[config.mk]
export PLATFORM = sky130hd
export DESIGN_NAME = adcs_sequencer
export DESIGN_NICKNAME = d
export VERILOG_FILES = /design/src/adcs_pkg.sv /design/src/adcs_trim_mem.sv /design/src/adcs_sar.sv /design/src/adcs_sequencer.sv
export SDC_FILE = /design/constraint.sdc
export NUM_CORES = 1
export LEC_CHECK = 0
export BUFFER_PORTS_ARGS = -buffer_cell sky130_fd_sc_hd__buf_4
export CAP_MARGIN = 20
export CORE_ASPECT_RATIO = 0.6
export CORE_MARGIN = 1.5
export CORE_UTILIZATION = 40
export CTS_BUF_LIST = sky130_fd_sc_hd__clkbuf_4
export CTS_CLUSTER_DIAMETER = 150
export DETAILED_ROUTE_END_ITERATION = 8
export RECOVER_POWER = 100
export SKIP_LAST_GASP = 1
export SYNTH_ARGS = -nofsm -noshare
export SYNTH_HDL_FRONTEND = slang
export SYNTH_SLANG_ARGS = --single-unit
[constraint.sdc]
create_clock -name clk -period 3.55 [get_ports clk]
set_input_delay 0.355 -clock clk [delete_from_list [all_inputs] [get_ports clk]]
set_output_delay 0.355 -clock clk [all_outputs]
set_load 0.01 [all_outputs]
[src/adcs_pkg.sv]
// Constants for the converter sequencer and its calibration registers.
// Assumes a single 125 MHz clock; every pin input is synchronised inside.
// How it works
// - Offset trim: 16 bits, top two read zero
// - Offset bits binary weighted, MSB five percent
// - Larger offset code corrects positive input offset
// - Gain trim: 16 bits, 14-bit field, MSB 2.5%
// - Gain code scales input, larger for smaller span
// - Start by low start pin or software bit
// - Hold on start rise or write end
// - Begin at next master fall after 10 ns setup
// - Run 16.5 master periods, 17.5 if setup missed
// - Busy falls at end, result then readable
// - Busy falling edge clears software start bit
// - First start after power-up runs self-calibration
// - Twelve-bit result by successive approximation
// - Calibration select picks the accessible register set
// - Pointer resets to gain or offset, advances per access
// - Status bit 4 shows conversion or calibration busy
package adcs_pkg;

	// ------------------------------------------------------------
	// Widths
	// ------------------------------------------------------------
	localparam int REG_W    = 16;           // Bus and register width
	localparam int TRIM_W   = 14;           // Trim data field width
	localparam int RES_W    = 12;           // Conversion result width
	localparam int PTR_W    = 4;            // Calibration pointer width
	localparam int DAC_REGS = 8;            // Number of DAC trim registers

	// ------------------------------------------------------------
	// Timing
	// ------------------------------------------------------------
	localparam int CLK_PERIOD_NS = 8;       // System clock period
	localparam int SETUP_NS      = 10;      // Start-to-master-fall setup
	localparam int SETUP_CYC     = (SETUP_NS + CLK_PERIOD_NS - 1) / CLK_PERIOD_NS;
	localparam int CONV_HALVES   = 33;      // 16.5 master periods in half periods
	localparam int CAL_PERIODS   = 64;      // Self-calibration length, master periods

	// ------------------------------------------------------------
	// Control register fields (write image)
	// ------------------------------------------------------------
	localparam int CTRL_SW_START     = 0;   // Software start bit
	localparam int CTRL_CAL_SELECT_LO = 1;  // Calibration select, low bit
	localparam int CTRL_CAL_SELECT_HI = 2;  // Calibration select, high bit
	localparam int CTRL_READ_TARGET_LO = 14; // Read target, low bit
	localparam int CTRL_READ_TARGET_HI = 15; // Read target, high bit
	localparam logic [REG_W-1:0] CTRL_RESET   = 16'h0000;
	localparam logic [REG_W-1:0] STATUS_KEEP  = 16'h3F28; // Control bits echoed in status

	// ------------------------------------------------------------
	// Status register fields
	// ------------------------------------------------------------
	localparam logic [REG_W-1:0] STATUS_ONES = 16'h00C0; // Bits 7 and 6 read one
	localparam int STAT_BUSY   = 4;         // Busy flag position
	localparam int STAT_CALSEL = 1;         // Calibration select, low position
	localparam int STAT_CALRUN = 0;         // Calibration running flag

	// ------------------------------------------------------------
	// Selections and pointer positions
	// ------------------------------------------------------------
	localparam logic [1:0] RD_RESULT = 2'h0; // Read the conversion result
	localparam logic [1:0] RD_CAL    = 2'h2; // Read calibration registers
	localparam logic [1:0] RD_STATUS = 2'h3; // Read the status register
	localparam logic [1:0] CAL_ALL   = 2'h0; // Gain, offset and eight DAC
	localparam logic [1:0] CAL_GO    = 2'h1; // Gain and offset
	localparam logic [1:0] CAL_OFF   = 2'h2; // Offset only
	localparam logic [1:0] CAL_GAIN  = 2'h3; // Gain only
	localparam logic [PTR_W-1:0] PTR_GAIN = 4'h0;
	localparam logic [PTR_W-1:0] PTR_OFF  = 4'h1;
	localparam logic [PTR_W-1:0] PTR_DAC0 = 4'h2;
	localparam logic [PTR_W-1:0] PTR_LAST = 4'h9;

	// Conversion sequencer states
	typedef enum logic [1:0] {ST_IDLE, ST_WAIT, ST_CONV, ST_CAL} adcs_state_type;

endpackage

[src/adcs_trim_mem.sv]
// Small memory for the eight DAC trim words.
// Assumes writes and reads come from the sequencer on the same clock.
`timescale 1ns/1ps
module adcs_trim_mem #(
	parameter int WIDTH = 14,
	parameter int DEPTH = 8,
	parameter int AW    = 3
) (
	input  wire logic             clk,
	input  wire logic             ce,
	input  wire logic             wrEn,
	input  wire logic [AW-1:0]    addr,
	input  wire logic [WIDTH-1:0] wrData,
	output logic      [WIDTH-1:0] rdData
);

	// ------------------------------------------------------------
	// Storage
	// ------------------------------------------------------------
	logic [WIDTH-1:0] mem [DEPTH];          // Trim words, no reset needed

	// Write port and registered read port
	always_ff @(posedge clk) begin
		if (ce) begin
			if (wrEn) begin
				mem[addr] <= wrData;
			end
			rdData <= mem[addr];
		end
	end

endmodule

[src/adcs_sar.sv]
// Successive-approximation engine: one bit decision per master-clock fall.
// Assumes the comparator level is already synchronised to clk.
`timescale 1ns/1ps
module adcs_sar
	import adcs_pkg::*;
#(
	parameter int BITS = 12
) (
	input  wire logic            clk,
	input  wire logic            srst,
	input  wire logic            ce,
	input  wire logic            start,
	input  wire logic            step,
	input  wire logic            compIn,
	output logic      [BITS-1:0] dacCode,
	output logic      [BITS-1:0] result
);

	// ------------------------------------------------------------
	// State
	// ------------------------------------------------------------
	logic [BITS-1:0] trial_q;               // Trial code on the capacitor DAC
	logic [BITS-1:0] bitMask_q;             // Bit under test, one-hot
	logic            run_q;                 // Decisions still pending

	// Keep the tested bit only if the held sample is at or above the trial
	wire  [BITS-1:0] decided = compIn ? trial_q : (trial_q & ~bitMask_q);
	wire  [BITS-1:0] nextMask = bitMask_q >> 1;

	assign dacCode = trial_q;

	// Bit-by-bit search from the MSB down
	always_ff @(posedge clk) begin
		if (srst) begin
			trial_q   <= '0;
			bitMask_q <= '0;
			run_q     <= 1'b0;
			result    <= '0;
		end else if (ce) begin
			if (start) begin
				// Midscale first trial
				bitMask_q <= {1'b1, {(BITS-1){1'b0}}};
				trial_q   <= {1'b1, {(BITS-1){1'b0}}};
				run_q     <= 1'b1;
			end else if (run_q && step) begin
				trial_q   <= decided | nextMask;
				bitMask_q <= nextMask;
				run_q     <= (nextMask != '0);
				// Final decision lands here; earlier values are partial
				if (nextMask == '0) begin
					result <= decided;
				end
			end
		end
	end

endmodule

[src/adcs_sequencer.sv]
// Conversion sequencer, parallel bus registers and calibration trims.
// Assumes all pins are asynchronous to clk and synchronises each of them;
// the master clock pin is sampled as a level, clk being much faster.
`timescale 1ns/1ps
module adcs_sequencer
	import adcs_pkg::*;
#(
	parameter int                       CAL_LEN     = 64,       // Self-cal length, master periods
	parameter logic [adcs_pkg::TRIM_W-1:0] OFFSET_INIT = 14'h2000, // Offset trim after reset
	parameter logic [adcs_pkg::TRIM_W-1:0] GAIN_INIT   = 14'h2000  // Gain trim after reset
) (
	input  wire logic                       clk,
	input  wire logic                       srst,
	input  wire logic                       ce,
	input  wire logic                       conversion_start_n,
	input  wire logic                       master_clock_in,
	input  wire logic                       busCsN,
	input  wire logic                       busRdN,
	input  wire logic                       busWrN,
	input  wire logic                       busCalWrite,
	input  wire logic                       byteMode,
	input  wire logic                       high_byte_select,
	input  wire logic [adcs_pkg::REG_W-1:0] busDataIn,
	output logic      [adcs_pkg::REG_W-1:0] busDataOut,
	output logic                            busDataOe,
	input  wire logic                       compIn,
	output logic                            trackHold,
	output logic      [adcs_pkg::RES_W-1:0] dacCode,
	output logic      [adcs_pkg::TRIM_W-1:0] offsetTrim,
	output logic      [adcs_pkg::TRIM_W-1:0] gainTrim,
	output logic                            busy
);
	import adcs_pkg::*;

	// ------------------------------------------------------------
	// Pin synchronisers
	// ------------------------------------------------------------
	localparam int NPIN = 8 + REG_W;        // Single-bit pins plus data lines
	logic [NPIN-1:0] pinMeta_q;             // First stage, read by second only
	logic [NPIN-1:0] pinSync_q;             // Second stage, safe to use
	logic [NPIN-1:0] pinPrev_q;             // Previous synced value, edge finding
	logic [1:0]      byteSync_q;            // Byte-mode pin, two stages

	wire  [NPIN-1:0] pinRaw = {busDataIn, conversion_start_n, master_clock_in, busCsN,
		busRdN, busWrN, busCalWrite, high_byte_select, compIn};

	// Two flops for every asynchronous pin, plus one for edges
	always_ff @(posedge clk) begin
		if (srst) begin
			pinMeta_q <= {{REG_W{1'b0}}, 8'hFF};
			pinSync_q <= {{REG_W{1'b0}}, 8'hFF};
			pinPrev_q <= {{REG_W{1'b0}}, 8'hFF};
			byteSync_q <= 2'b00;
		end else if (ce) begin
			byteSync_q <= {byteSync_q[0], byteMode};
			pinMeta_q <= pinRaw;
			pinSync_q <= pinMeta_q;
			pinPrev_q <= pinSync_q;
		end
	end

	// ------------------------------------------------------------
	// Decoded pin events
	// ------------------------------------------------------------
	wire [REG_W-1:0] dataS   = pinSync_q[NPIN-1:8];
	wire             startS  = pinSync_q[7];
	wire             mclkS   = pinSync_q[6];
	wire             csS     = ~pinSync_q[5];
	wire             rdS     = ~pinSync_q[4];
	wire             calWrS  = pinSync_q[2];
	wire             hiByteS = pinSync_q[1];
	wire             compS   = pinSync_q[0];
	wire             byteS   = byteSync_q[1];
	wire             startRise = startS & ~pinPrev_q[7];    // Pin start edge
	wire             mclkFall  = ~mclkS & pinPrev_q[6];
	wire             mclkEdge  = mclkS ^ pinPrev_q[6];
	// Strobes act at their rising edge, the end of the access
	wire             rdEnd   = pinSync_q[4] & ~pinPrev_q[4] & csS;
	wire             wrEnd   = pinSync_q[3] & ~pinPrev_q[3] & csS;

	// ------------------------------------------------------------
	// Registers and sequencer state
	// ------------------------------------------------------------
	adcs_state_type   state_q;              // Sequencer state
	logic [REG_W-1:0] ctrl_q;               // Control register image
	logic             calDone_q;            // Power-up calibration has run
	logic             late_q;               // Setup missed, wait one more fall
	logic [1:0]       setupCnt_q;           // Cycles since the start event
	logic [7:0]       halfCnt_q;            // Master half periods or cal periods
	logic [RES_W-1:0] result_q;             // Result seen by the host
	logic [TRIM_W-1:0] offset_q;            // Offset trim field
	logic [TRIM_W-1:0] gain_q;              // Gain trim field
	logic [PTR_W-1:0] ptr_q;                // Calibration register pointer
	logic [7:0]       lowByte_q;            // Low byte staged in byte mode
	logic [REG_W-1:0] rdData_q;             // Registered read data

	// ------------------------------------------------------------
	// Control field decode
	// ------------------------------------------------------------
	wire [1:0] calSel  = {ctrl_q[CTRL_CAL_SELECT_HI], ctrl_q[CTRL_CAL_SELECT_LO]};
	wire [1:0] rdTgt   = {ctrl_q[CTRL_READ_TARGET_HI], ctrl_q[CTRL_READ_TARGET_LO]};
	wire       idle    = (state_q == ST_IDLE);
	wire       calRun  = (state_q == ST_CAL);
	wire       ctrlWr  = wrEnd & ~calWrS;
	wire       calWr   = wrEnd & calWrS;
	wire       swStart = ctrlWr & dataS[CTRL_SW_START];   // Software start
	// Busy requests are dropped here, with no effect on the run
	wire       startEvt = idle & (startRise | swStart);

	// ------------------------------------------------------------
	// Calibration pointer decode
	// ------------------------------------------------------------
	// Offset alone starts at offset, every other set at gain
	wire [PTR_W-1:0] ptrFirst = (calSel == CAL_OFF) ? PTR_OFF : PTR_GAIN;
	// Access set per select code
	wire [PTR_W-1:0] ptrLast  = (calSel == CAL_ALL)  ? PTR_LAST :
	                            (calSel == CAL_GAIN) ? PTR_GAIN : PTR_OFF;
	wire [PTR_W-1:0] ptrNext  = (ptr_q == ptrLast) ? ptrFirst : ptr_q + 4'h1;
	// Byte mode moves on only after the high byte
	wire             fullAcc  = ~byteS | hiByteS;
	wire             calRdEnd = rdEnd & (rdTgt == RD_CAL) & fullAcc;
	wire             calWrEnd = calWr & fullAcc;
	wire [TRIM_W-1:0] calWrData = byteS ? {dataS[5:0], lowByte_q} : dataS[TRIM_W-1:0];
	wire             isDac    = (ptr_q >= PTR_DAC0);
	wire [PTR_W-1:0] dacIdx   = ptr_q - PTR_DAC0;
	wire [TRIM_W-1:0] memRd;

	// DAC trim words live in their own small memory
	adcs_trim_mem #(
		.WIDTH (TRIM_W),
		.DEPTH (DAC_REGS),
		.AW    (3)
	) uTrimMem (
		.clk    (clk),
		.ce     (ce),
		.wrEn   (calWrEnd & isDac),
		.addr   (dacIdx[2:0]),
		.wrData (calWrData),
		.rdData (memRd)
	);

	// ------------------------------------------------------------
	// Successive approximation engine
	// ------------------------------------------------------------
	wire             convBegin = (state_q == ST_WAIT) & mclkFall & ~late_q
	                             & (setupCnt_q >= 2'(SETUP_CYC));
	wire             convLateBegin = (state_q == ST_WAIT) & mclkFall & late_q;
	wire [RES_W-1:0] sarResult;

	adcs_sar #(
		.BITS (RES_W)
	) uSar (
		.clk     (clk),
		.srst    (srst),
		.ce      (ce),
		.start   (convBegin | convLateBegin),
		.step    (mclkFall & (state_q == ST_CONV)),
		.compIn  (compS),
		.dacCode (dacCode),
		.result  (sarResult)
	);

	// ------------------------------------------------------------
	// End conditions
	// ------------------------------------------------------------
	wire convDone = (state_q == ST_CONV) & mclkEdge
	                & (halfCnt_q == 8'(CONV_HALVES - 1));
	wire calDoneEvt = calRun & mclkFall & (halfCnt_q == 8'(CAL_LEN - 1));
	wire opDone   = convDone | calDoneEvt;

	// ------------------------------------------------------------
	// Sequencer state machine
	// ------------------------------------------------------------
	always_ff @(posedge clk) begin
		if (srst) begin
			state_q    <= ST_IDLE;
			calDone_q  <= 1'b0;
			late_q     <= 1'b0;
			setupCnt_q <= 2'h0;
			halfCnt_q  <= 8'h00;
		end else if (ce) begin
			unique case (state_q)
				ST_IDLE: begin
					setupCnt_q <= 2'h0;
					late_q     <= 1'b0;
					halfCnt_q  <= 8'h00;
					if (startEvt) begin
						// First start after reset calibrates instead
						state_q <= calDone_q ? ST_WAIT : ST_CAL;
					end
				end
				ST_WAIT: begin
					// Setup margin counted from the start edge
					if (setupCnt_q != 2'h3) begin
						setupCnt_q <= setupCnt_q + 2'h1;
					end
					if (convBegin | convLateBegin) begin
						state_q <= ST_CONV;
					end else if (mclkFall) begin
						// Margin missed: one extra master period
						late_q <= 1'b1;
					end
				end
				ST_CONV: begin
					// Half periods from the initiating fall
					if (convDone) begin
						state_q <= ST_IDLE;
					end else if (mclkEdge) begin
						halfCnt_q <= halfCnt_q + 8'h01;
					end
				end
				ST_CAL: begin
					// Self-calibration timed in master periods
					if (calDoneEvt) begin
						state_q   <= ST_IDLE;
						calDone_q <= 1'b1;
					end else if (mclkFall) begin
						halfCnt_q <= halfCnt_q + 8'h01;
					end
				end
			endcase
		end
	end

	// ------------------------------------------------------------
	// Busy, hold and result
	// ------------------------------------------------------------
	always_ff @(posedge clk) begin
		if (srst) begin
			busy      <= 1'b0;
			trackHold <= 1'b0;
			result_q  <= '0;
		end else if (ce) begin
			if (startEvt) begin
				busy      <= 1'b1;
				trackHold <= 1'b1;             // Hold on start edge or write end
			end else if (opDone) begin
				busy      <= 1'b0;             // Busy falls at completion
				trackHold <= 1'b0;             // Back to track for the next sample
			end
			if (convDone) begin
				result_q <= sarResult;         // Same edge as busy fall
			end
		end
	end

	// ------------------------------------------------------------
	// Control register and software start bit
	// ------------------------------------------------------------
	always_ff @(posedge clk) begin
		if (srst) begin
			ctrl_q <= CTRL_RESET;
		end else if (ce) begin
			if (ctrlWr) begin
				// A write that lands with busy falling keeps its bit
				ctrl_q <= dataS;
			end else if (opDone) begin
				ctrl_q[CTRL_SW_START] <= 1'b0; // Busy fall clears the bit
			end
		end
	end

	// ------------------------------------------------------------
	// Calibration registers and pointer
	// ------------------------------------------------------------
	always_ff @(posedge clk) begin
		if (srst) begin
			offset_q  <= OFFSET_INIT;
			gain_q    <= GAIN_INIT;
			ptr_q     <= PTR_GAIN;
			lowByte_q <= 8'h00;
		end else if (ce) begin
			if (calWr & byteS & ~hiByteS) begin
				lowByte_q <= dataS[7:0];        // Low byte must come first
			end
			if (calWrEnd && ptr_q == PTR_GAIN) begin
				gain_q <= calWrData;            // Top two bits dropped
			end
			if (calWrEnd && ptr_q == PTR_OFF) begin
				offset_q <= calWrData;          // Top two bits dropped
			end
			if (ctrlWr) begin
				// Pointer restarts on any control write
				ptr_q <= (dataS[CTRL_CAL_SELECT_HI:CTRL_CAL_SELECT_LO] == CAL_OFF)
				         ? PTR_OFF : PTR_GAIN;
			end else if (calWrEnd | calRdEnd) begin
				ptr_q <= ptrNext;               // Wraps to first after the last
			end
		end
	end

	// Trim codes steer the analog offset and gain DACs; a larger offset
	// code cancels positive offset, a larger gain code stretches a small
	// span, binary weighted from the MSB
	assign offsetTrim = offset_q;
	assign gainTrim   = gain_q;

	// ------------------------------------------------------------
	// Read data selection
	// ------------------------------------------------------------
	wire [TRIM_W-1:0] calRdVal = (ptr_q == PTR_GAIN) ? gain_q :
	                             (ptr_q == PTR_OFF)  ? offset_q : memRd;
	// Fixed ones and zeros, echoed control bits and live flags
	wire [REG_W-1:0] statusVal = STATUS_ONES | (ctrl_q & STATUS_KEEP)
	                             | (REG_W'(busy) << STAT_BUSY)
	                             | (REG_W'(calSel) << STAT_CALSEL)
	                             | (REG_W'(calRun) << STAT_CALRUN);
	wire [REG_W-1:0] wordVal = (rdTgt == RD_STATUS) ? statusVal :
	                           (rdTgt == RD_CAL)    ? {2'b00, calRdVal} :
	                           {{(REG_W-RES_W){1'b0}}, result_q};
	wire [REG_W-1:0] laneVal = (byteS & hiByteS) ? {8'h00, wordVal[15:8]} :
	                           byteS ? {8'h00, wordVal[7:0]} : wordVal;

	// Read data from a flop; the host read strobe is far longer
	always_ff @(posedge clk) begin
		if (srst) begin
			rdData_q <= '0;
		end else if (ce) begin
			rdData_q <= laneVal;
		end
	end

	assign busDataOut = rdData_q;
	assign busDataOe  = csS & rdS;      // Drive only inside a selected read

endmodule

# After elaboration in Yosys (flattened, before gate mapping)
# Memory sizes are Yosys's and may differ from the RTL's. A register that Yosys moved wholly into a read port is not among the register bits.
# Cells that the tools add are included.
# totals
ff_bits,193
latch_bits,0
ram_bits,112
romBits,0
input_bits,28
out_inout_bits,59
wordCells,171
n_memories,1
# op_classes
addsub,4
n_mul,0
div,0
magnitude_cmp,2
eq_ne,24
n_shift,0
muxes,42
bitwise_logic,50
reduce_logical,27
# mem_list
memory,depth,word_bits,rd,rd_clocked_by_memory_dff,wr,line,text
uTrimMem.mem,8,14,1,1,1,adcs_trim_mem.sv:20,logic [WIDTH-1:0] mem [DEPTH];
# op_table
op,count
two-way mux 14 bit,7
two-way mux 12 bit,5
two-way mux 8 bit,4
bitwise AND 1 bit,27
one-hot mux 8 bit (3 select lines),1
equality test 8 x 6 -> 1 bit (second input constant),2
two-way mux 4 bit,4
!= test 2 bit (second input constant),8
AND reduction 2 bit,8
equality test 2 bit (second input constant),7
OR 14 x 1 -> 14 bit,1
OR 14 x 3 -> 14 bit,1
OR 14 x 5 -> 14 bit,1
bitwise AND 12 bit,1
logical NOT 12 bit,1
two-way mux 1 bit,12
two-way mux 2 bit,6
inverter 12 bit,1
OR 12 x 11 -> 12 bit,1
nonzero test 12 bit,1
inverter 1 bit,11
adder 8 x 1 -> 8 bit (second input constant),1
!= test 2 x 1 -> 1 bit (second input constant),4
one-hot mux 2 bit (4 select lines),1
21 further kinds,33

# Longest topological paths before layout
# Gate-level depths: netlist (run 1).
# depth
ltp_word,9
ltp_mapped,11

# By module
# From an unflattened synthesis (run 1), not the netlist that was laid out.
# unflattened
hier_cells,1139
area_unflattened_um2,13181.4
# by_module_without_submodules
mod,n_inst,cells_each,area_each_um2
adcs_sequencer,1,768,6797.8
adcs_trim_mem,1,190,4773.3
adcs_sar,1,181,1610.3

# Worst setup path before layout (run 1)
# OpenSTA, ideal clock, no wires.
# synth_timing
kind,reg-to-reg
startpoint,register ptr_q[1]
endpoint,"register uTrimMem.rdData[10], read port of uTrimMem.mem (data pin)"
t_arrival_ps,2144
required_ps,3290
path_slack_ps,1146
path_stages_with_launch,7
n_path_buf,3
period_less_slack_ps,2404
path_cell_list,dfxtp_1 > clkbuf_1 > clkbuf_1 > inv_1 > ha_1 > clkbuf_1 > mux2_2
# synth_via
elab_chain_len,1
# synth_rtl
item,line,text
start: declaration,adcs_sequencer.sv:93,logic [PTR_W-1:0] ptr_q;
start signal: assignment,adcs_sequencer.sv:284,ptr_q <= (dataS[CTRL_CAL_SELECT_HI:CTRL_CAL_SELECT_LO] == CAL_OFF)
start signal: assignment,adcs_sequencer.sv:287,ptr_q <= ptrNext;
subtractor 3 x 2 -> 3 bit,adcs_sequencer.sv:125,wire [PTR_W-1:0] dacIdx = ptr_q - PTR_DAC0;
end: declaration,adcs_trim_mem.sv:14,output logic [WIDTH-1:0] rdData
# No other way between the ends.
# A chain may end at the register's enable or synchronous reset.

# Worst setup path after layout (run 1)
# layout_timing
startpoint,register byteSync_q[1]
endpoint,register rdData_q[4] (netlist: busDataOut[4])
# layout_via
elab_chain_len,2
# layout_rtl
item,line,text
start: declaration,adcs_sequencer.sv:42,logic [1:0] byteSync_q;
start signal: assignment,adcs_sequencer.sv:55,"byteSync_q <= {byteSync_q[0], byteMode};"
bitwise AND 1 bit,adcs_sequencer.sv:311,"wire [REG_W-1:0] laneVal = (byteS & hiByteS) ? {8'h00, wordVal[15:8]} :"
two-way mux 14 bit,adcs_sequencer.sv:311,
end signal: assignment,adcs_sequencer.sv:319,rdData_q <= laneVal;
end: declaration,adcs_sequencer.sv:95,logic [REG_W-1:0] rdData_q;
# No other way between the ends.

==> results.env, run 1 <==
TIGHTEST_SLEW_NS=1.78
SETUP_TOTAL_NEGATIVE_SLACK_NS=0
TIMING.CRITICAL_PATH.REQUIRED_NS=4.14
POST_SYNTH_INST_COUNT=1113
ACHIEVABLE-FREQUENCY_GHz=0.334
FF_LATCH_AREA_SQ_UM=7470
PORTION_OF_THE_POST_SYNTHESIS_AREA_USED_BY_SEQUENTIAL_ELEMENTS=0.582
SYNTH.LIB_CELLS_USED.DISTINCT=64
LAYOUT_COMMON_CELLS='sky130_fd_sc_hd__dfxtp_1, sky130_fd_sc_hd__edfxtp_1, sky130_fd_sc_hd__nand2_1'
R2R-END='busDataOut[4]'
DRT_FIRST_ITER_VIOLATIONS=942
CLK-INSERTION-DELAY-LATE_NS=0.75
GR-TOTAL-OVERFLOW=0
NUMBER_OF_ANTENNA_VIOLATIONS_AT_THE_FIRST_CHECK_IN_GLOBAL_ROUTING=1
CTS_MAX_LEVEL=3
FF2FF_SETUP_SLACK_NS=0.56
CTS_TREE='done'
UNREPAIRED_SETUP_ENDPOINTS_AFTER_GLOBAL_ROUTING='false'
POSTSYNTHAREAPERCELL_SQ_UM=11.5
SYNTH_TOP_CELL_BY_AREA='sky130_fd_sc_hd__edfxtp_1'
PWRDENS_nW_PER_UM2=472
FIN_SKEW_NS=0.0343
FIN_WS_NS=0.557
CTS.REPORTEDPATHS.CLKPINSLEW_NS=0.07
IR_WORST_VDD_uV=254
MAX_STAGE_DELAY_NS=1.08
GR-USAGE-ALL-LAYERS=0.204
DETAIL_ROUTE.WIRELENGTH_MM=32.8
START_TO_END_TYPE_OF_THE_WORST_SETUP_PATH='reg2reg'
R2R.WORST_PATH.CELLS=6
WORST_SETUP_PATH_START_KIND='flop'
FIN_NETS=1291
CRITICAL_PATH_PEAK_FANOUT=20
FINAL_CORE_UTIL=0.469
TIMING.CRITICAL_PATH.SLOWEST_STAGE_CELL='sky130_fd_sc_hd__clkbuf_1'
DRTPASS1ITERATIONS=8
FINAL.MIN_CLOCK_PERIOD_NS=2.99
PER_CELL_ROUTED_WIRE_LENGTH_UM=19.2
CORE_SQ_UM=31300
GRT_FIRST_PASS_WIRELENGTH_MM=51.0
STATUS='complete, but fails checks'
ASYNCSETRESETFLOPFRACSYNTH=0
WORSTSETUPENDPOINTTYPE='flop'
MAX_SLEW_MARGIN=-0.188
TOTAL_POWER_mW=6.94
FINALSETUPVIOLCOUNT=0
DIE_Y_UM=142
FINAL_ANTENNA_NET_COUNT=0
PLACE.PORT_BUFFERS=84
YS_FF_LATCH=310
DRV.MAX_CAP_VIOLATION_COUNT=1
PLACEMENT.SETUP.WORST_SLACK_NS=0.994
FINAL.FILL_COUNT=2904
START_UTIL=0.409
WORSTHOLDENDPOINT='uSar.bitMask_q[11]'
LAYOUT-DRIVE-GT1-SHARE=0.157
FIN_CRIT_SH=0.843
SYNTH_EDF_COUNT=126
CTS_INSERTED_BUFFERS=75
MULTI_INPUT_COMB_AREA_SQ_UM=4910
LEAKAGEPOWER_nW=5.30
FAILED_CHECKS='max-capacitance violations, max-slew violations'
WORSTHOLDPATHTYPE='in2reg'
CRIT-REG2REG-LAUNCH='byteSync_q[1]'
TIMING.HOLD.WORST.START='ce'
PLACE.DETAILED.HPWL_MM=22.3
SYNTH_TOP_CELLS_BY_AREA='sky130_fd_sc_hd__edfxtp_1, sky130_fd_sc_hd__dfxtp_1, sky130_fd_sc_hd__mux2i_1, sky130_fd_sc_hd__mux4_2, sky130_fd_sc_hd__nand2_1'
LAYOUT-AREA-OVERHEAD-VS-SYNTH_PCT=14.7
GP_CONGESTION=0.843
GRT_START_MAX_NET_PINS=83
POST_DRT_VIA_CELL_RATIO=5.32
FLOORPLAN.ROWS=50
NETLIST_AREA_SQ_UM=12800
DIE_X_UM=234
CTS.SINK_COUNT=310
IO_PINS=87
GRT_PASS1_VIAS=8763
WHS_PATH_DEPTH=4
DOMINANTREGCELLSYNTH='sky130_fd_sc_hd__dfxtp_1'
DRC=0
CRITICAL_PATH_ARRIVAL_NS=3.58
POSTCTSRESIZEDCELLS=0
VIAS=9118
REPORT.FINAL.HOLD_VIOL_COUNT=0
YOSYS.AREA.TOP_TYPE_SHARE=0.295
ROOT_BUFFER='sky130_fd_sc_hd__clkbuf_4'
PATH_CELLS='clkbuf_1, nand2_1, mux2_2, a32oi_1, a211o_1, o211ai_1'
SYNTH.YOSYS.WARNINGS=0
SLEW_VIOL_FINAL=83
CLK_PATH_BUF_DEPTH=3
FP.DIEAREA_SQ_UM=33200
MOSTFREQUENTLAYOUTCELL='sky130_fd_sc_hd__dfxtp_1'
-- where the power goes --
part           leakage [nW]  switching [mW]  total (mW)  internal [mW]
combinational          2.18           0.154       0.255          0.101
clock                 0.560            1.41        2.93           1.52
sequential             2.56          0.0333        3.76           3.73
-- metal layers --
| metal | track usage | up-vias | share of wire |
|---|---|---|---|
| met1 | 0.309 | 4388 | 0.50 |
| met4 | 0.0624 | 0 | 0.018 |
| met3 | 0.0756 | 50 | 0.090 |
| met5 | 0 | - | 0 |
| met2 | 0.266 | 327 | 0.40 |
| li1 | - | 4353 | - |
-- worst max-delay path, delay by kind of cell, from the launching register on --
kind	cells	cell delay (ns)
buf+inv	1	1.08
flops	1	0.33
mux	1	0.42
compound gates	3	0.43
simple gates	1	0.58
-- sequential cells by signal, indices dropped and copies added, names as in the netlist, 12 cells and up --
name,count
uTrimMem.mem,112
pinMeta_q,24
pinSync_q,24
busDataOut,14
gainTrim,14
offsetTrim,14
uTrimMem.rdData,14
ctrl_q,12
result_q,12
uSar.bitMask_q,12
uSar.dacCode,12
uSar.result,12
-- cell type report --
| cell class | instances | area share |
|---|---|---|
| clock inverters | 22 | 0.00927 |
| flip-flops and latches | 310 | 0.508 |
| diodes | 1 | 0.000170 |
| multi-input cells | 705 | 0.334 |
| inverters | 28 | 0.00714 |
| clock buffers | 106 | 0.0541 |
| repair buffers | 126 | 0.0524 |
| well taps | 416 | 0.0354 |
-- cells in the mapped netlist (3+ instances only) --
cell and n:
sky130_fd_sc_hd__nand4_1 3, sky130_fd_sc_hd__inv_1 27, sky130_fd_sc_hd__or2_2 4, sky130_fd_sc_hd__a31oi_1 7, sky130_fd_sc_hd__mux2_2 16, sky130_fd_sc_hd__nor2_1 113, sky130_fd_sc_hd__dfxtp_1 184, sky130_fd_sc_hd__buf_4 4
sky130_fd_sc_hd__nand2_1 120, sky130_fd_sc_hd__o21ai_0 42, sky130_fd_sc_hd__and3_1 8, sky130_fd_sc_hd__buf_2 18, sky130_fd_sc_hd__and2_1 11, sky130_fd_sc_hd__a211oi_1 21, sky130_fd_sc_hd__mux4_2 28, sky130_fd_sc_hd__nand4b_1 4
sky130_fd_sc_hd__a22oi_1 3, sky130_fd_sc_hd__or3_1 3, sky130_fd_sc_hd__clkbuf_1 42, sky130_fd_sc_hd__buf_1 6, sky130_fd_sc_hd__o211ai_1 9, sky130_fd_sc_hd__o31ai_1 4, sky130_fd_sc_hd__nor3_1 5, sky130_fd_sc_hd__nand2b_1 4
sky130_fd_sc_hd__xnor2_1 3, sky130_fd_sc_hd__a32oi_1 3, sky130_fd_sc_hd__o21a_1 5, sky130_fd_sc_hd__a211oi_2 6, sky130_fd_sc_hd__o221ai_1 10, sky130_fd_sc_hd__edfxtp_1 126, sky130_fd_sc_hd__a21oi_1 62, sky130_fd_sc_hd__mux2i_1 105
sky130_fd_sc_hd__nand3_1 30, sky130_fd_sc_hd__nor4_1 9, sky130_fd_sc_hd__ha_1 17, sky130_fd_sc_hd__nor3b_1 3, sky130_fd_sc_hd__nor2b_1 12
-- timing repair --
action	in CTS	in global routing
hold buffers	27	0
endpoints found under the hold margin	29	0
setup buffers	0	0
-- worst max path at each step --
stage | startpoint | end | slack (ns) | depth (start not counted)
final | byteSync_q[1] | busDataOut[4] | 0.56 | 6
after global routing | byteSync_q[1] | busDataOut[4] | 0.41 | 6
after CTS | ptr_q[0] | offsetTrim[0] | 0.99 | 6
after detailed placement | ce | uTrimMem.mem[2][10] | 0.99 | 5
after global placement | ptr_q[0] | offsetTrim[0] | 1.04 | 6
after floorplan | ptr_q[1] | uTrimMem.rdData[10] | 1.15 | 6
-- logic make-up (layout without fill, tap and decap cells) --
family / after synthesis / after routing / share of synthesized area
and+or+nand+nor: 345 / 345 / 0.127
muxes: 149 / 149 / 0.145
DFF: 310 / 310 / 0.582
other: 1 / 3 / 0.000292
adders and majority gates: 17 / 17 / 0.0166
xor gates and xnor gates: 3 / 3 / 0.00205
buffers and inverters: 99 / 282 / 0.0325
AOI/OAI and AO/OA: 189 / 189 / 0.0943
-- through the flow --
| step | std cells | hold slack, ns | area [sq um] |
|---|---|---|---|
| 3_5_place_dp | 1558 | 0.449 | 13800 |
| 4_1_cts | 1713 | 0.102 | 15000 |
| 3_3_place_gp | 1558 | 0.443 | 13800 |
| 5_1_grt | 1714 | 0.172 | 14700 |
| 2_1_floorplan | 1114 | 0.426 | 12800 |
| 6_report | 1714 | 0.210 | 14700 |
No activity file was read; power rests on OpenSTA's default activity.
==> inputs of run 2 (changes only) <==
==> constraint.sdc (replaced) <==
create_clock -name clk -period 3 [get_ports clk]
set_input_delay 0.3 -clock clk [delete_from_list [all_inputs] [get_ports clk]]
set_output_delay 0.3 -clock clk [all_outputs]
set_load 0.01 [all_outputs]
==> run 2 against run 1 <==
Net effect: the flow still finishes with violations (max-capacitance violations, max-slew violations); total power up 20%; first-iteration DRC count up 3.3%; clock skew up 0.021 ns; routed wire length up 0.52%; sequential power up 18%; critical path depth down 1; global-route usage down 0.12 points; sequential share of layout area down 0.48 points; largest power group unchanged.
==> results.env, run 2 (synthesized netlist as in run 1, its figures left out) <==
STATUS='complete, but fails checks'
FAILED_CHECKS='max-capacitance violations, max-slew violations'
SETUP_TOTAL_NEGATIVE_SLACK_NS=0
GRT_FIRST_PASS_WIRELENGTH_MM=51.2
GR-USAGE-ALL-LAYERS=0.203
DETAIL_ROUTE.WIRELENGTH_MM=33.0
GP_CONGESTION=0.836
LAYOUT-DRIVE-GT1-SHARE=0.176
MAX_REG_FLOPS=112
TIMING.CRITICAL_PATH.SLOWEST_STAGE_CELL='sky130_fd_sc_hd__and2_0'
PLACE.PORT_BUFFERS=84
GRT_START_MAX_NET_PINS=69
DRTPASS1ITERATIONS=5
FINAL_AREA_SQ_UM=14900
MULTI_INPUT_COMB_AREA_SQ_UM=4920
CTS_INSERTED_BUFFERS=73
TIMING.CRITICAL_PATH.REQUIRED_NS=3.42
REPORT.FINAL.HOLD_VIOL_COUNT=0
WORST_SETUP_PATH_START_KIND='flop'
FIN_NETS=1301
START_TO_END_TYPE_OF_THE_WORST_SETUP_PATH='reg2reg'
NUMBER_OF_ANTENNA_VIOLATIONS_AT_THE_FIRST_CHECK_IN_GLOBAL_ROUTING=1
GR-TOTAL-OVERFLOW=0
FINAL.MIN_CLOCK_PERIOD_NS=2.62
CLK-INSERTION-DELAY-LATE_NS=0.76
WORSTHOLDPATHTYPE='in2reg'
GRT_PASS1_VIAS=8943
CRIT_TOP_CELL='sky130_fd_sc_hd__nor4_1'
BIGGESTREGSBYFLOPS='uTrimMem.mem: 112 flops, pinMeta_q: 24 flops, pinSync_q: 24 flops'
PER_CELL_ROUTED_WIRE_LENGTH_UM=19.1
CTS_HOLD_BUFFERS=26
TOTAL_POWER_mW=8.33
LAYOUT_COMMON_CELLS='sky130_fd_sc_hd__dfxtp_1, sky130_fd_sc_hd__edfxtp_1, sky130_fd_sc_hd__nand2_1'
SLEW_VIOL_FINAL=62
CRITICAL_PATH_PEAK_FANOUT=23
WORSTSETUPENDPOINTTYPE='flop'
FIN_SKEW_NS=0.0557
LEAKAGEPOWER_nW=5.39
UNREPAIRED_SETUP_ENDPOINTS_AFTER_GLOBAL_ROUTING='false'
TIGHTEST_SLEW_NS=1.95
CTS_SETUP_BUFFERS=0
PLACED_CELL_AREA_SQ_UM=13900
ACHIEVABLE-FREQUENCY_GHz=0.382
FINALSETUPVIOLCOUNT=0
DRV.MAX_CAP_VIOLATION_COUNT=1
DRC=0
CORE_SQ_UM=31300
DRT_FIRST_ITER_VIOLATIONS=973
DIE_Y_UM=142
ROOT_BUFFER='sky130_fd_sc_hd__clkbuf_4'
CRITICAL_PATH_ARRIVAL_NS=3.03
CTS_TREE='done'
IO_PINS=87
CTS_MAX_LEVEL=3
DIE_X_UM=234
VIAS=9225
FLOORPLAN.ROWS=50
MOSTFREQUENTLAYOUTCELL='sky130_fd_sc_hd__dfxtp_1'
START_UTIL=0.409
POST_DRT_VIA_CELL_RATIO=5.34
FIN_CRIT_SH=0.872
MAX_SLEW_MARGIN=-0.300
PLACE.DETAILED.HPWL_MM=22.8
LARGEST-REGISTER='uTrimMem.mem'
PWRDENS_nW_PER_UM2=561
TIMING.HOLD.WS_NS=0.188
POSTCTSRESIZEDCELLS=0
CLK_PATH_BUF_DEPTH=3
CTS.REPORTEDPATHS.CLKPINSLEW_NS=0.07
FINAL.FILL_COUNT=2911
FP.DIEAREA_SQ_UM=33200
IR_WORST_VDD_uV=245
LAYOUT-AREA-OVERHEAD-VS-SYNTH_PCT=15.8
FF_LATCH_AREA_SQ_UM=7470
FINAL_ANTENNA_NET_COUNT=0
PATH_CELLS='buf_4, nor4_1, nor4_1, and2_0, clkbuf_2'
FINAL_CORE_UTIL=0.474
CTS.SINK_COUNT=310
MAX_STAGE_DELAY_NS=0.57
run 2: changes by cell type in the layout (fill, tap and decap cells not counted), moves of 4 or more:
cell and delta:
sky130_fd_sc_hd__buf_4 +6, sky130_fd_sc_hd__and2_0 +4, sky130_fd_sc_hd__clkbuf_2 +7, sky130_fd_sc_hd__clkinv_1 -4
sky130_fd_sc_hd__and2_1 -4, sky130_fd_sc_hd__clkbuf_4 +9
run 2: worst paths after layout:
| kind | start | end | slack [ns] | cells past startpoint |
|---|---|---|---|---|
| max | ptr_q[1] | uTrimMem.mem[4][10] | 0.38 | 5 |
| min | ce | pinMeta_q[22] | 0.19 | 4 |
| max reg2reg | ptr_q[1] | uTrimMem.mem[4][10] | 0.38 | 5 |
| min reg2reg | uSar.result[9] | uSar.result[9] | 0.45 | 2 |
run 2: metrics by stage:
step / setup slack [ns] / std cells
detailed placement: 0.668 / 1571
global route: 0.224 / 1729
floorplan: 0.596 / 1114
CTS: 0.667 / 1728
global placement: 0.768 / 1571
finish: 0.383 / 1729
run 2: metal layers:
layer,wire length [um],vias to the layer above,GRT usage
li1,-,4365,-
met1,16800,4480,0.316
met2,13100,343,0.267
met3,2550,37,0.0557
met4,515,0,0.0648
met5,0,-,0
run 2: worst max-delay path: cells and delay by family (launching register included):
| family | cells | cell delay (ns) |
|---|---|---|
| flip-flops | 1 | 0.44 |
| AND/OR/NAND/NOR | 3 | 1.14 |
| buffers and inverters | 2 | 0.74 |
run 2: final cells by class:
class / instances / area share
clock inverters: 16 / 0.00783
flip-flops and latches: 310 / 0.503
clock buffers: 115 / 0.0581
well taps: 416 / 0.0350
multi-input cells: 705 / 0.331
inverters: 28 / 0.00708
diodes: 1 / 0.000168
repair buffers: 138 / 0.0577
run 2: power by group:
group	total, mW	internal [mW]	switching (mW)	leakage, nW
Clock	3.58	1.91	1.67	0.583
Combinational	0.299	0.120	0.179	2.24
Sequential	4.45	4.41	0.0384	2.57
